[src/logic/spf_pkg.sv]
// shared constants for the port framing control block
package spf_pkg;
  // ==========================================================
  // register map: word index, apb byte address is four times the index
  localparam logic [7:0] ADDR_LINE_UNIT_PLL_STATUS  = 8'h81;
  localparam logic [7:0] ADDR_OPTICAL_MODULE        = 8'h83;
  localparam logic [7:0] ADDR_PORT_CLOCK_ENABLE     = 8'h84;
  localparam logic [7:0] ADDR_RECEIVE_FRAMING       = 8'h85;
  localparam logic [7:0] ADDR_RECEIVE_FILTER        = 8'h86;
  localparam logic [7:0] ADDR_OUTPUT_DATA           = 8'h89;
  localparam logic [7:0] ADDR_FRAME_STATISTICS      = 8'h8B;
  localparam logic [7:0] ADDR_PARITY_ERROR_MASK     = 8'h8C;
  localparam logic [7:0] ADDR_FRAME_TAGGING         = 8'h8D;
  localparam logic [7:0] ADDR_FRAME_ERROR_COUNT     = 8'h90;

  // ==========================================================
  // field positions
  localparam int LINE_TX_LOCK_BIT     = 1;
  localparam int LINE_RX_LOCK_BIT     = 0;
  localparam int OPTIC_LOS_BIT        = 7;
  localparam int OPTIC_FAULT_BIT      = 6;
  localparam int OPTIC_PRESENT_BIT    = 5;
  localparam int OPTIC_TXDIS_BIT      = 0;
  localparam int EN_TX_LOCK_BIT       = 7;
  localparam int EN_RX_LOCK_BIT       = 6;
  localparam int EN_SYS_LOCK_BIT      = 5;
  localparam int EN_RX_RUN_BIT        = 4;
  localparam int EN_TX_RUN_BIT        = 1;
  localparam int EN_LINE_RUN_BIT      = 0;
  localparam int FR_LOCK_BIT          = 7;
  localparam int FR_BYTE_SYNC_BIT     = 6;
  localparam int FR_BIT_SYNC_BIT      = 5;
  localparam int FR_BYPASS_BIT        = 4;
  localparam int FR_FIFO_HI_BIT       = 3;
  localparam int FR_FIFO_LO_BIT       = 2;
  localparam int FR_GATED_BIT         = 1;
  localparam int FI_PRBS_PAYLOAD_BIT  = 3;
  localparam int FI_PAYLOAD_ONLY_BIT  = 2;
  localparam int FI_OVERHEAD_ONLY_BIT = 0;
  localparam int OD_TX_FIFO_BIT       = 5;
  localparam int OD_SOH_GEN_BIT       = 4;
  localparam int ST_ENABLE_BIT        = 7;
  localparam int ST_HOLD_BIT          = 0;
  localparam int TG_ENABLE_BIT        = 7;
  localparam int TG_SAVE_BIT          = 6;

  // ==========================================================
  // writable masks and reset values
  localparam logic [7:0] MASK_OPTICAL   = 8'h01;
  localparam logic [7:0] MASK_ENABLE    = 8'h13;
  localparam logic [7:0] MASK_FRAMING   = 8'h1E;
  localparam logic [7:0] MASK_FILTER    = 8'h0D;
  localparam logic [7:0] MASK_OUTPUT    = 8'h30;
  localparam logic [7:0] MASK_STATS     = 8'h81;
  localparam logic [7:0] MASK_TAGGING   = 8'hCF;
  localparam logic [7:0] RESET_CONTROL  = 8'h00;
  localparam logic [1:0] FIFO_BYPASS    = 2'h0;
  localparam logic [1:0] FIFO_ROUTE     = 2'h1;
  localparam logic [15:0] COUNT_RESET   = 16'h0000;
endpackage

[src/logic/spf_port_framing_control.sv]
// control and status registers of one framed line port, apb slave
`timescale 1ns/1ps

// Behaviour
// line unit status: tx pll lock bit 1, rx pll lock bit 0, rest zero
// optic flags read only: loss bit 7, fault bit 6, present bit 5
// optic bit 0 set drives transmitter disable; clear re-enables light
// port enable reads tx lock bit 7, rx lock bit 6, system lock bit 5
// port enable bit 4 clear holds receive clock manager in reset
// port enable bit 1 clear holds transmit clock manager in reset
// port enable bit 0 clear holds line interface unit in reset
// software orders enables; enable high then low forces framer relock
// framing control bit 7 reports frame lock
// bit 6 reports byte-alignment pattern, bit 5 bit-alignment pattern
// bit 4 bypasses descrambling, effective only with bit 1 set
// bits 3-2 select receive fifo: 00 bypass, 01 route, 1x reserved
// bit 1 set passes data to acquisition only while framer locked
// filter bit 3 limits prbs checker to payload bytes
// filter bit 2 captures payload only, overhead dropped
// filter bit 0 captures overhead only while framing enabled
// output bit 5 sources transmit from fifo, bit 4 enables overhead generation
// statistics bit 7 enables error counters, clear holds them at zero
// statistics bit 0 freezes visible counter values for coherent reads
// parity mask register shows mask captured at most recent parity error
// tagging register has enable, keep-tagged control and tag identifier
// mask is computed parity xor received parity byte, kept when nonzero
// tag enable bit 7, save bit 6, identifier bits 3-0
module spf_port_framing_control
  import spf_pkg::*;
(
  input  wire logic        clock,
  input  wire logic        reset,
  input  wire logic        psel,
  input  wire logic        penable,
  input  wire logic        pwrite,
  input  wire logic [31:0] paddr,
  input  wire logic [31:0] pwdata,
  input  wire logic [3:0]  pstrb,
  output logic      [31:0] prdata,
  output logic             pready,
  output logic             pslverr,
  input  wire logic        line_tx_pll_locked,
  input  wire logic        line_rx_pll_locked,
  input  wire logic        optic_signal_lost,
  input  wire logic        optic_transmit_fault,
  input  wire logic        optic_module_present,
  input  wire logic        tx_pll_locked,
  input  wire logic        rx_pll_locked,
  input  wire logic        system_pll_locked,
  input  wire logic        frame_locked,
  input  wire logic        byte_sync_found,
  input  wire logic        bit_sync_found,
  input  wire logic        rx_data_valid,
  input  wire logic        rx_is_overhead,
  input  wire logic        frame_error,
  input  wire logic        frame_end,
  input  wire logic        parity_check,
  input  wire logic [7:0]  parity_computed,
  input  wire logic [7:0]  parity_received,
  output logic             optic_transmit_disable,
  output logic             rx_clock_manager_run,
  output logic             tx_clock_manager_run,
  output logic             line_unit_run,
  output logic             framer_restart,
  output logic             descrambler_bypass,
  output logic [1:0]       rx_fifo_select,
  output logic             prbs_payload_only,
  output logic             capture_valid,
  output logic             tx_from_fifo,
  output logic             section_overhead_gen,
  output logic             tag_enable,
  output logic             tag_save,
  output logic [3:0]       tag_id
);
  import spf_pkg::*;

  // ==========================================================
  // control registers
  logic [7:0]  optical;
  logic [7:0]  enable;
  logic [7:0]  framing;
  logic [7:0]  filter;
  logic [7:0]  output_ctl;
  logic [7:0]  stats;
  logic [7:0]  tagging;
  logic [7:0]  parity_mask;
  logic [15:0] error_count;
  logic [15:0] error_view;
  logic [7:0]  next_optical;
  logic [7:0]  next_enable;
  logic [7:0]  next_framing;
  logic [7:0]  next_filter;
  logic [7:0]  next_output_ctl;
  logic [7:0]  next_stats;
  logic [7:0]  next_tagging;
  logic [7:0]  next_parity_mask;
  logic [15:0] next_error_count;
  logic [15:0] next_error_view;
  logic        wr;
  logic [7:0]  wbyte;
  logic [7:0]  parity_diff;
  logic [7:0]  word_index;

  // registers sit on aligned words; upper address bits alias the map
  assign word_index  = paddr[9:2];
  // two-cycle access phase, one wait state: write lands on the pready edge
  assign wr          = psel && penable && pwrite && pready && pstrb[0];
  assign wbyte       = pwdata[7:0];
  assign parity_diff = parity_computed ^ parity_received;

  always_comb begin
    next_optical    = optical;
    next_enable     = enable;
    next_framing    = framing;
    next_filter     = filter;
    next_output_ctl = output_ctl;
    next_stats      = stats;
    next_tagging    = tagging;
    if (wr) begin
      case (word_index)
        // transmitter disable
        ADDR_OPTICAL_MODULE:    next_optical    = wbyte & MASK_OPTICAL;
        ADDR_PORT_CLOCK_ENABLE: next_enable     = wbyte & MASK_ENABLE;
        // reserved fifo codes kept but treated as bypass
        ADDR_RECEIVE_FRAMING:   next_framing    = wbyte & MASK_FRAMING;
        ADDR_RECEIVE_FILTER:    next_filter     = wbyte & MASK_FILTER;
        ADDR_OUTPUT_DATA:       next_output_ctl = wbyte & MASK_OUTPUT;
        ADDR_FRAME_STATISTICS:  next_stats      = wbyte & MASK_STATS;
        // tagging layout
        ADDR_FRAME_TAGGING:     next_tagging    = wbyte & MASK_TAGGING;
        default: ;
      endcase
    end
  end

  always_ff @(posedge clock) begin
    if (reset) begin
      optical    <= RESET_CONTROL;
      enable     <= RESET_CONTROL;
      framing    <= RESET_CONTROL;
      filter     <= RESET_CONTROL;
      output_ctl <= RESET_CONTROL;
      stats      <= RESET_CONTROL;
      tagging    <= RESET_CONTROL;
    end else begin
      optical    <= next_optical;
      enable     <= next_enable;
      framing    <= next_framing;
      filter     <= next_filter;
      output_ctl <= next_output_ctl;
      stats      <= next_stats;
      tagging    <= next_tagging;
    end
  end

  // ==========================================================
  // parity mask and framing error counter
  always_comb begin
    next_parity_mask = parity_mask;
    next_error_count = error_count;
    next_error_view  = error_view;
    // capture only a nonzero difference
    if (parity_check && (parity_diff != 8'h00)) begin
      next_parity_mask = parity_diff;
    end
    // saturates, so a long error burst never reads back as a few
    // counters cleared while disabled
    if (!stats[ST_ENABLE_BIT]) begin
      next_error_count = COUNT_RESET;
    end else if (frame_error && (error_count != 16'hFFFF)) begin
      next_error_count = error_count + 16'h0001;
    end
    // visible copy frozen while holding
    if (!stats[ST_HOLD_BIT]) begin
      next_error_view = next_error_count;
    end else if (!stats[ST_ENABLE_BIT]) begin
      next_error_view = COUNT_RESET;
    end
  end

  always_ff @(posedge clock) begin
    if (reset) begin
      parity_mask <= RESET_CONTROL;
      error_count <= COUNT_RESET;
      error_view  <= COUNT_RESET;
    end else begin
      parity_mask <= next_parity_mask;
      error_count <= next_error_count;
      error_view  <= next_error_view;
    end
  end

  // ==========================================================
  // apb read path and response
  logic [31:0] next_prdata;
  logic        next_pready;
  logic        next_pslverr;
  logic [7:0]  rbyte;
  logic        hit;

  always_comb begin
    rbyte = 8'h00;
    hit   = 1'b1;
    case (word_index)
      // line unit pll status
      ADDR_LINE_UNIT_PLL_STATUS: begin
        rbyte[LINE_TX_LOCK_BIT] = line_tx_pll_locked;
        rbyte[LINE_RX_LOCK_BIT] = line_rx_pll_locked;
      end
      // optic flags
      ADDR_OPTICAL_MODULE: begin
        rbyte                    = optical;
        rbyte[OPTIC_LOS_BIT]     = optic_signal_lost;
        rbyte[OPTIC_FAULT_BIT]   = optic_transmit_fault;
        rbyte[OPTIC_PRESENT_BIT] = optic_module_present;
      end
      // clock pll locks
      ADDR_PORT_CLOCK_ENABLE: begin
        rbyte                  = enable;
        rbyte[EN_TX_LOCK_BIT]  = tx_pll_locked;
        rbyte[EN_RX_LOCK_BIT]  = rx_pll_locked;
        rbyte[EN_SYS_LOCK_BIT] = system_pll_locked;
      end
      // framer state
      ADDR_RECEIVE_FRAMING: begin
        rbyte                   = framing;
        rbyte[FR_LOCK_BIT]      = frame_locked;
        rbyte[FR_BYTE_SYNC_BIT] = byte_sync_found;
        rbyte[FR_BIT_SYNC_BIT]  = bit_sync_found;
      end
      ADDR_RECEIVE_FILTER:    rbyte = filter;
      ADDR_OUTPUT_DATA:       rbyte = output_ctl;
      ADDR_FRAME_STATISTICS:  rbyte = stats;
      // parity mask readback
      ADDR_PARITY_ERROR_MASK: rbyte = parity_mask;
      ADDR_FRAME_TAGGING:     rbyte = tagging;
      ADDR_FRAME_ERROR_COUNT: rbyte = error_view[7:0];
      default:                hit   = 1'b0;
    endcase
  end

  always_comb begin
    next_prdata  = prdata;
    next_pready  = 1'b0;
    next_pslverr = 1'b0;
    // answer one cycle into the access phase
    // unmapped index answers with pslverr and reads as zero
    if (psel && penable && !pready) begin
      next_pready  = 1'b1;
      next_pslverr = !hit;
      next_prdata  = pwrite ? 32'h0000_0000 : {24'h000000, rbyte};
      if (!pwrite && word_index == ADDR_FRAME_ERROR_COUNT) begin
        next_prdata = {16'h0000, error_view};
      end
    end
  end

  always_ff @(posedge clock) begin
    if (reset) begin
      prdata  <= 32'h0000_0000;
      pready  <= 1'b0;
      pslverr <= 1'b0;
    end else begin
      prdata  <= next_prdata;
      pready  <= next_pready;
      pslverr <= next_pslverr;
    end
  end

  // ==========================================================
  // registered control outputs
  logic       prev_line_run;
  logic       next_prev_line_run;
  logic       next_capture_valid;
  logic       next_restart;
  logic       next_transmit_disable;
  logic       next_rx_run;
  logic       next_tx_run;
  logic       next_line_run;
  logic       next_bypass;
  logic [1:0] next_fifo_select;
  logic       next_prbs_payload;
  logic       next_tx_from_fifo;
  logic       next_overhead_gen;
  logic       next_tag_enable;
  logic       next_tag_save;
  logic [3:0] next_tag_id;

  always_comb begin
    next_prev_line_run = enable[EN_LINE_RUN_BIT];
    // falling enable drops lock and forces a new search
    next_restart = prev_line_run && !enable[EN_LINE_RUN_BIT];
    // capture lags the received byte by one cycle
    next_capture_valid = rx_data_valid;
    // acquisition gated by frame lock
    if (framing[FR_GATED_BIT] && !frame_locked) begin
      next_capture_valid = 1'b0;
    end
    // payload only
    if (filter[FI_PAYLOAD_ONLY_BIT] && rx_is_overhead) begin
      next_capture_valid = 1'b0;
    end
    // overhead only, needs framing enabled
    if (filter[FI_OVERHEAD_ONLY_BIT] && framing[FR_GATED_BIT] && !rx_is_overhead) begin
      next_capture_valid = 1'b0;
    end
  end

  // ==========================================================
  // control levels toward clock managers, optics and framer
  always_comb begin
    // outputs lag their register by one edge, keeping pins glitch free
    // light transmitter off
    next_transmit_disable = optical[OPTIC_TXDIS_BIT];
    // receive clock manager reset
    next_rx_run = enable[EN_RX_RUN_BIT];
    // transmit clock manager reset
    next_tx_run = enable[EN_TX_RUN_BIT];
    // line unit reset
    next_line_run = enable[EN_LINE_RUN_BIT];
    // bypass honoured only with gating
    next_bypass = framing[FR_BYPASS_BIT] && framing[FR_GATED_BIT];
    // reserved codes fall back to bypass
    next_fifo_select = framing[FR_FIFO_HI_BIT] ? FIFO_BYPASS : {1'b0, framing[FR_FIFO_LO_BIT]};
    // prbs checker scope
    next_prbs_payload = filter[FI_PRBS_PAYLOAD_BIT];
    // transmit source and overhead
    next_tx_from_fifo = output_ctl[OD_TX_FIFO_BIT];
    next_overhead_gen = output_ctl[OD_SOH_GEN_BIT];
    // tagging controls
    next_tag_enable = tagging[TG_ENABLE_BIT];
    next_tag_save = tagging[TG_SAVE_BIT];
    next_tag_id = tagging[3:0];
  end

  // all run levels low after reset: software brings the clocks up in order
  always_ff @(posedge clock) begin
    if (reset) begin
      prev_line_run          <= 1'b0;
      framer_restart         <= 1'b0;
      capture_valid          <= 1'b0;
      optic_transmit_disable <= 1'b0;
      rx_clock_manager_run   <= 1'b0;
      tx_clock_manager_run   <= 1'b0;
      line_unit_run          <= 1'b0;
      descrambler_bypass     <= 1'b0;
      rx_fifo_select         <= FIFO_BYPASS;
      prbs_payload_only      <= 1'b0;
      tx_from_fifo           <= 1'b0;
      section_overhead_gen   <= 1'b0;
      tag_enable             <= 1'b0;
      tag_save               <= 1'b0;
      tag_id                 <= 4'h0;
    end else begin
      prev_line_run          <= next_prev_line_run;
      framer_restart         <= next_restart;
      capture_valid          <= next_capture_valid;
      optic_transmit_disable <= next_transmit_disable;
      rx_clock_manager_run   <= next_rx_run;
      tx_clock_manager_run   <= next_tx_run;
      line_unit_run          <= next_line_run;
      descrambler_bypass     <= next_bypass;
      rx_fifo_select         <= next_fifo_select;
      prbs_payload_only      <= next_prbs_payload;
      tx_from_fifo           <= next_tx_from_fifo;
      section_overhead_gen   <= next_overhead_gen;
      tag_enable             <= next_tag_enable;
      tag_save               <= next_tag_save;
      tag_id                 <= next_tag_id;
    end
  end
endmodule

[config.mk]
export PLATFORM = sky130hd
export DESIGN_NAME = spf_port_framing_control
export DESIGN_NICKNAME = d
export VERILOG_FILES = /design/src/logic/spf_pkg.sv /design/src/logic/spf_port_framing_control.sv
export SDC_FILE = /design/constraint.sdc
export NUM_CORES = 1
export LEC_CHECK = 0
export BUFFER_PORTS_ARGS = -buffer_cell sky130_fd_sc_hd__buf_4
export CAP_MARGIN = 10
export CELL_PAD_IN_SITES_DETAIL_PLACEMENT = 2
export CELL_PAD_IN_SITES_GLOBAL_PLACEMENT = 2
export CORE_ASPECT_RATIO = 1.4
export CORE_UTILIZATION = 30
export CTS_BUF_LIST = sky130_fd_sc_hd__clkbuf_4
export DETAILED_ROUTE_END_ITERATION = 7
export PLACE_DENSITY = 0.81
export SLEW_MARGIN = 20
export SYNTH_ARGS = -nofsm -noshare
export SYNTH_HDL_FRONTEND = slang
export SYNTH_SLANG_ARGS = --single-unit
[constraint.sdc]
create_clock -name clock -period 1.93 [get_ports clock]
set_input_delay 0.193 -clock clock [delete_from_list [all_inputs] [get_ports clock]]
set_output_delay 0.193 -clock clock [all_outputs]
set_load 0.02 [all_outputs]
==> metrics.cfg <==
[status]
status=finished, final reports clean

[yosys]
yosysSeqAreaShare_pct=43.9
syn_avg_cell_area_um2=9.33
ys_warn_count=0
synth_seq_cells=96
synth_cells=469
yosys.area.top_type_share_pct=43.9
syn-cell-area_um2=4380
synth.area.top_cells=dfxtp_1, mux2i_1, nor2_1, xnor2_1, a22oi_1
yosysTopAreaCell=dfxtp_1
synth_edf_count=0
synth_flop_cell=dfxtp_1
synth-async-reset-ratio_pct=0
synth_cell_types=60

[power]
seq_power_share_pct=58.7
power.clock.fraction_pct=30.8
intPower_w=0.00245
peakVddDrop_mv=0.273
power.switching_w=0.000980
pwr-share-comb_pct=10.5
power_density_nw_per_um2=622
switching_share_pct=28.6
p_leak_nw=2.09

[global_routing]
met2_usage_pct=41.0
busiest_layer=met2
grt_pass1_vias=4327
use_met1_pct=19.7
grtUsageMet3_pct=3.27
grt.total_usage_pct=19.8
grt_max_degree=29
antenna_found_initial=1
grt_pass1_wl_um=23000
overflow=0

[cts]
cts_tree=built
ctsLongestPathBuffers=2
insertion_delay_ns=0.48
cts.sinks=96
cts-buffers-inserted=9
cts.reportedPaths.clkPinSlew_ns=0.17
cts_max_level=3
cts_root_buf=clkbuf_4

[worst_setup_path]
reg2reg_from=error_count[0]
critical_path_class=reg -> reg
crit_family=simple AND/OR/NAND/NOR gates
r2r_cells=8
critical_path_depth=8
cp_num_buf_inv=2
crit_slowest_cell=dfxtp_1
crit_fanout=6
cp_slowest_stage_delay_ns=0.37
crit_required_ns=2.29
startpoint_type=flip-flop
timing.reg2reg.setup_slack_ns=0.03
r2r-end=error_view[11]
cp_common_cell=buf_4
arrival_ns=2.26
cp-end-kind=flip-flop
crit_chain=ha_1 -> nand3_1 -> nor4_4 -> buf_4 -> nor4b_1 -> xnor2_1 -> buf_4 -> a21oi_1

[cells_and_area]
final_common_cell=buf_4
mostFrequentLayoutCells=buf_4, dfxtp_1, nor2_1, mux2i_1, a21oi_1
drive_above_1_share_pct=25.7
fin_util_pct=39.1
nets=680
syn_to_final_growth_pct=25.9

[placed_design]
place_hpwl_um=11400
dp_slack_ns=-0.0415
portBuffers=87
gp_congestion=0.758

[sta]
fin_ws_ns=0.0256
period_share_pct=98.7
tightest_slew_ns=0.734
finalMaxSlewViolations=0
hold_violations=0
finalSetupViolCount=0
fmax_ghz=0.525
slew_headroom_pct=51.0
finClkSkew_ns=0.0221
min_period_ns=1.90

[floorplan]
num_io_pins=157
dieArea_um2=15100
start_util_pct=31.0
core_area_um2=14100
die_w_um=104
fp.dieH_um=145
rows=51

[drt]
avgRoutedWirePerCell_um=18.9
vias_per_cell=5.08
drtPass1Iterations=4
finalWirelength_um=14500
drtAntennaViolNets=0
drt_iter0_drc=116
vias=3890
post-route-drc-count=0

[hold_path]
hold_class=in -> reg
hold_end=parity_mask[0]
min-delay-start=parity_received[0]
hold_path_depth=3

[job]
cap_violations=0

==> per-stage QoR <==
stage	area [um^2]	setup TNS [ns]	instances	power [W]	hold WS, ns
3_5_place_dp	5250	-0.0415	736	0.00240	0.402
2_1_floorplan	4440	0	485	0.00225	0.302
5_1_grt	5510	-0.165	765	0.00357	0.0286
4_1_cts	5460	0	761	0.00345	0.0145
6_report	5510	0	765	0.00343	0.0412
3_3_place_gp	5250	0	736	0.00238	0.402
==> layout make-up <==
type	count	area [um^2]
clock inverter	7	58.8
sequential	96	1930
tap	185	231
fill	1577	8590
inverter	7	26.3
timing repair buffer	121	933
antenna	1	2.50
multi-input combinational	339	2260
clock buffer	9	67.6
==> layer usage <==
metal	vias to the layer above	wire (um)
met3	18	379
met4	0	275
met1	1948	5420
met5	-	0
met2	66	8420
li1	1858	-
==> timing repair <==
action / CTS / global route
resized for setup: 0 / 6
endpoints found under the setup margin: 0 / 15
buffers inserted: 0 / 2
hold endpoints to repair: 12 / 1
hold buffers: 9 / 1
==> registers in the layout (all words and copies together) (netlist names), 4 cells and up <==
signal,count
error_count,16
error_view,16
framing,4
parity_mask,8
prdata,16
tag_id,4
tagging,6
==> worst register-to-register path, stage by stage (launching register included) <==
cell     delay (ns)
dfxtp_1        0.37
ha_1           0.27
nand3_1        0.16
nor4_4         0.05
buf_4          0.17
nor4b_1        0.36
xnor2_1        0.19
buf_4          0.16
a21oi_1        0.06
==> power by group through the flow <==
stage / combinational (W) / sequential, W / clock (W)
2_1_floorplan: 0.000199 / 0.00205 / 0
3_3_place_gp: 0.000330 / 0.00205 / 0
3_5_place_dp: 0.000342 / 0.00205 / 0
4_1_cts: 0.000358 / 0.00201 / 0.00108
5_1_grt: 0.000387 / 0.00201 / 0.00116
6_report: 0.000360 / 0.00201 / 0.00106
==> logic make-up after synthesis <==
kind of cell	synth area share, %
buf+inv	6.09
other cells	0.0857
fa+ha+maj	0.286
compound gates	14.5
flops	43.9
mux	6.72
xor+xnor	4.00
simple gates	24.4
==> worst max path at each step <==
stage	slack, ns	end	from
floorplan	0.16	stats[0]	pready
global placement	0.06	output_ctl[4]	paddr[7]
detailed placement	-0.04	prdata[4]	paddr[7]
CTS	0.004	error_view[14]	error_count[3]
global route	-0.1	error_view[11]	error_count[0]
finish	0.03	error_view[11]	error_count[0]
==> synthesized netlist by cell type, types with 2 or more instances <==
cell type / n
a21oi_1: 22
and2_1: 2
inv_1: 7
a22oi_1: 18
nand3_1: 14
nor2b_1: 21
dfxtp_1: 96
nand2b_1: 10
o21ai_0: 15
clkbuf_1: 19
nor4_1: 5
a311oi_1: 2
mux2i_1: 26
o21ai_1: 2
xnor2_1: 19
and3_1: 4
buf_4: 18
nor2_1: 61
nand4_1: 7
nor4b_1: 2
or3_1: 2
a221oi_1: 6
a211oi_1: 2
nand2_1: 13
o31ai_1: 8
o22ai_1: 5
o41ai_2: 2
buf_2: 3
nor3b_1: 2
nor3_1: 11
nand3b_1: 10
nor4_4: 5
buf_1: 2
mux2_2: 2
No activity file was read; power rests on OpenSTA's default activity.
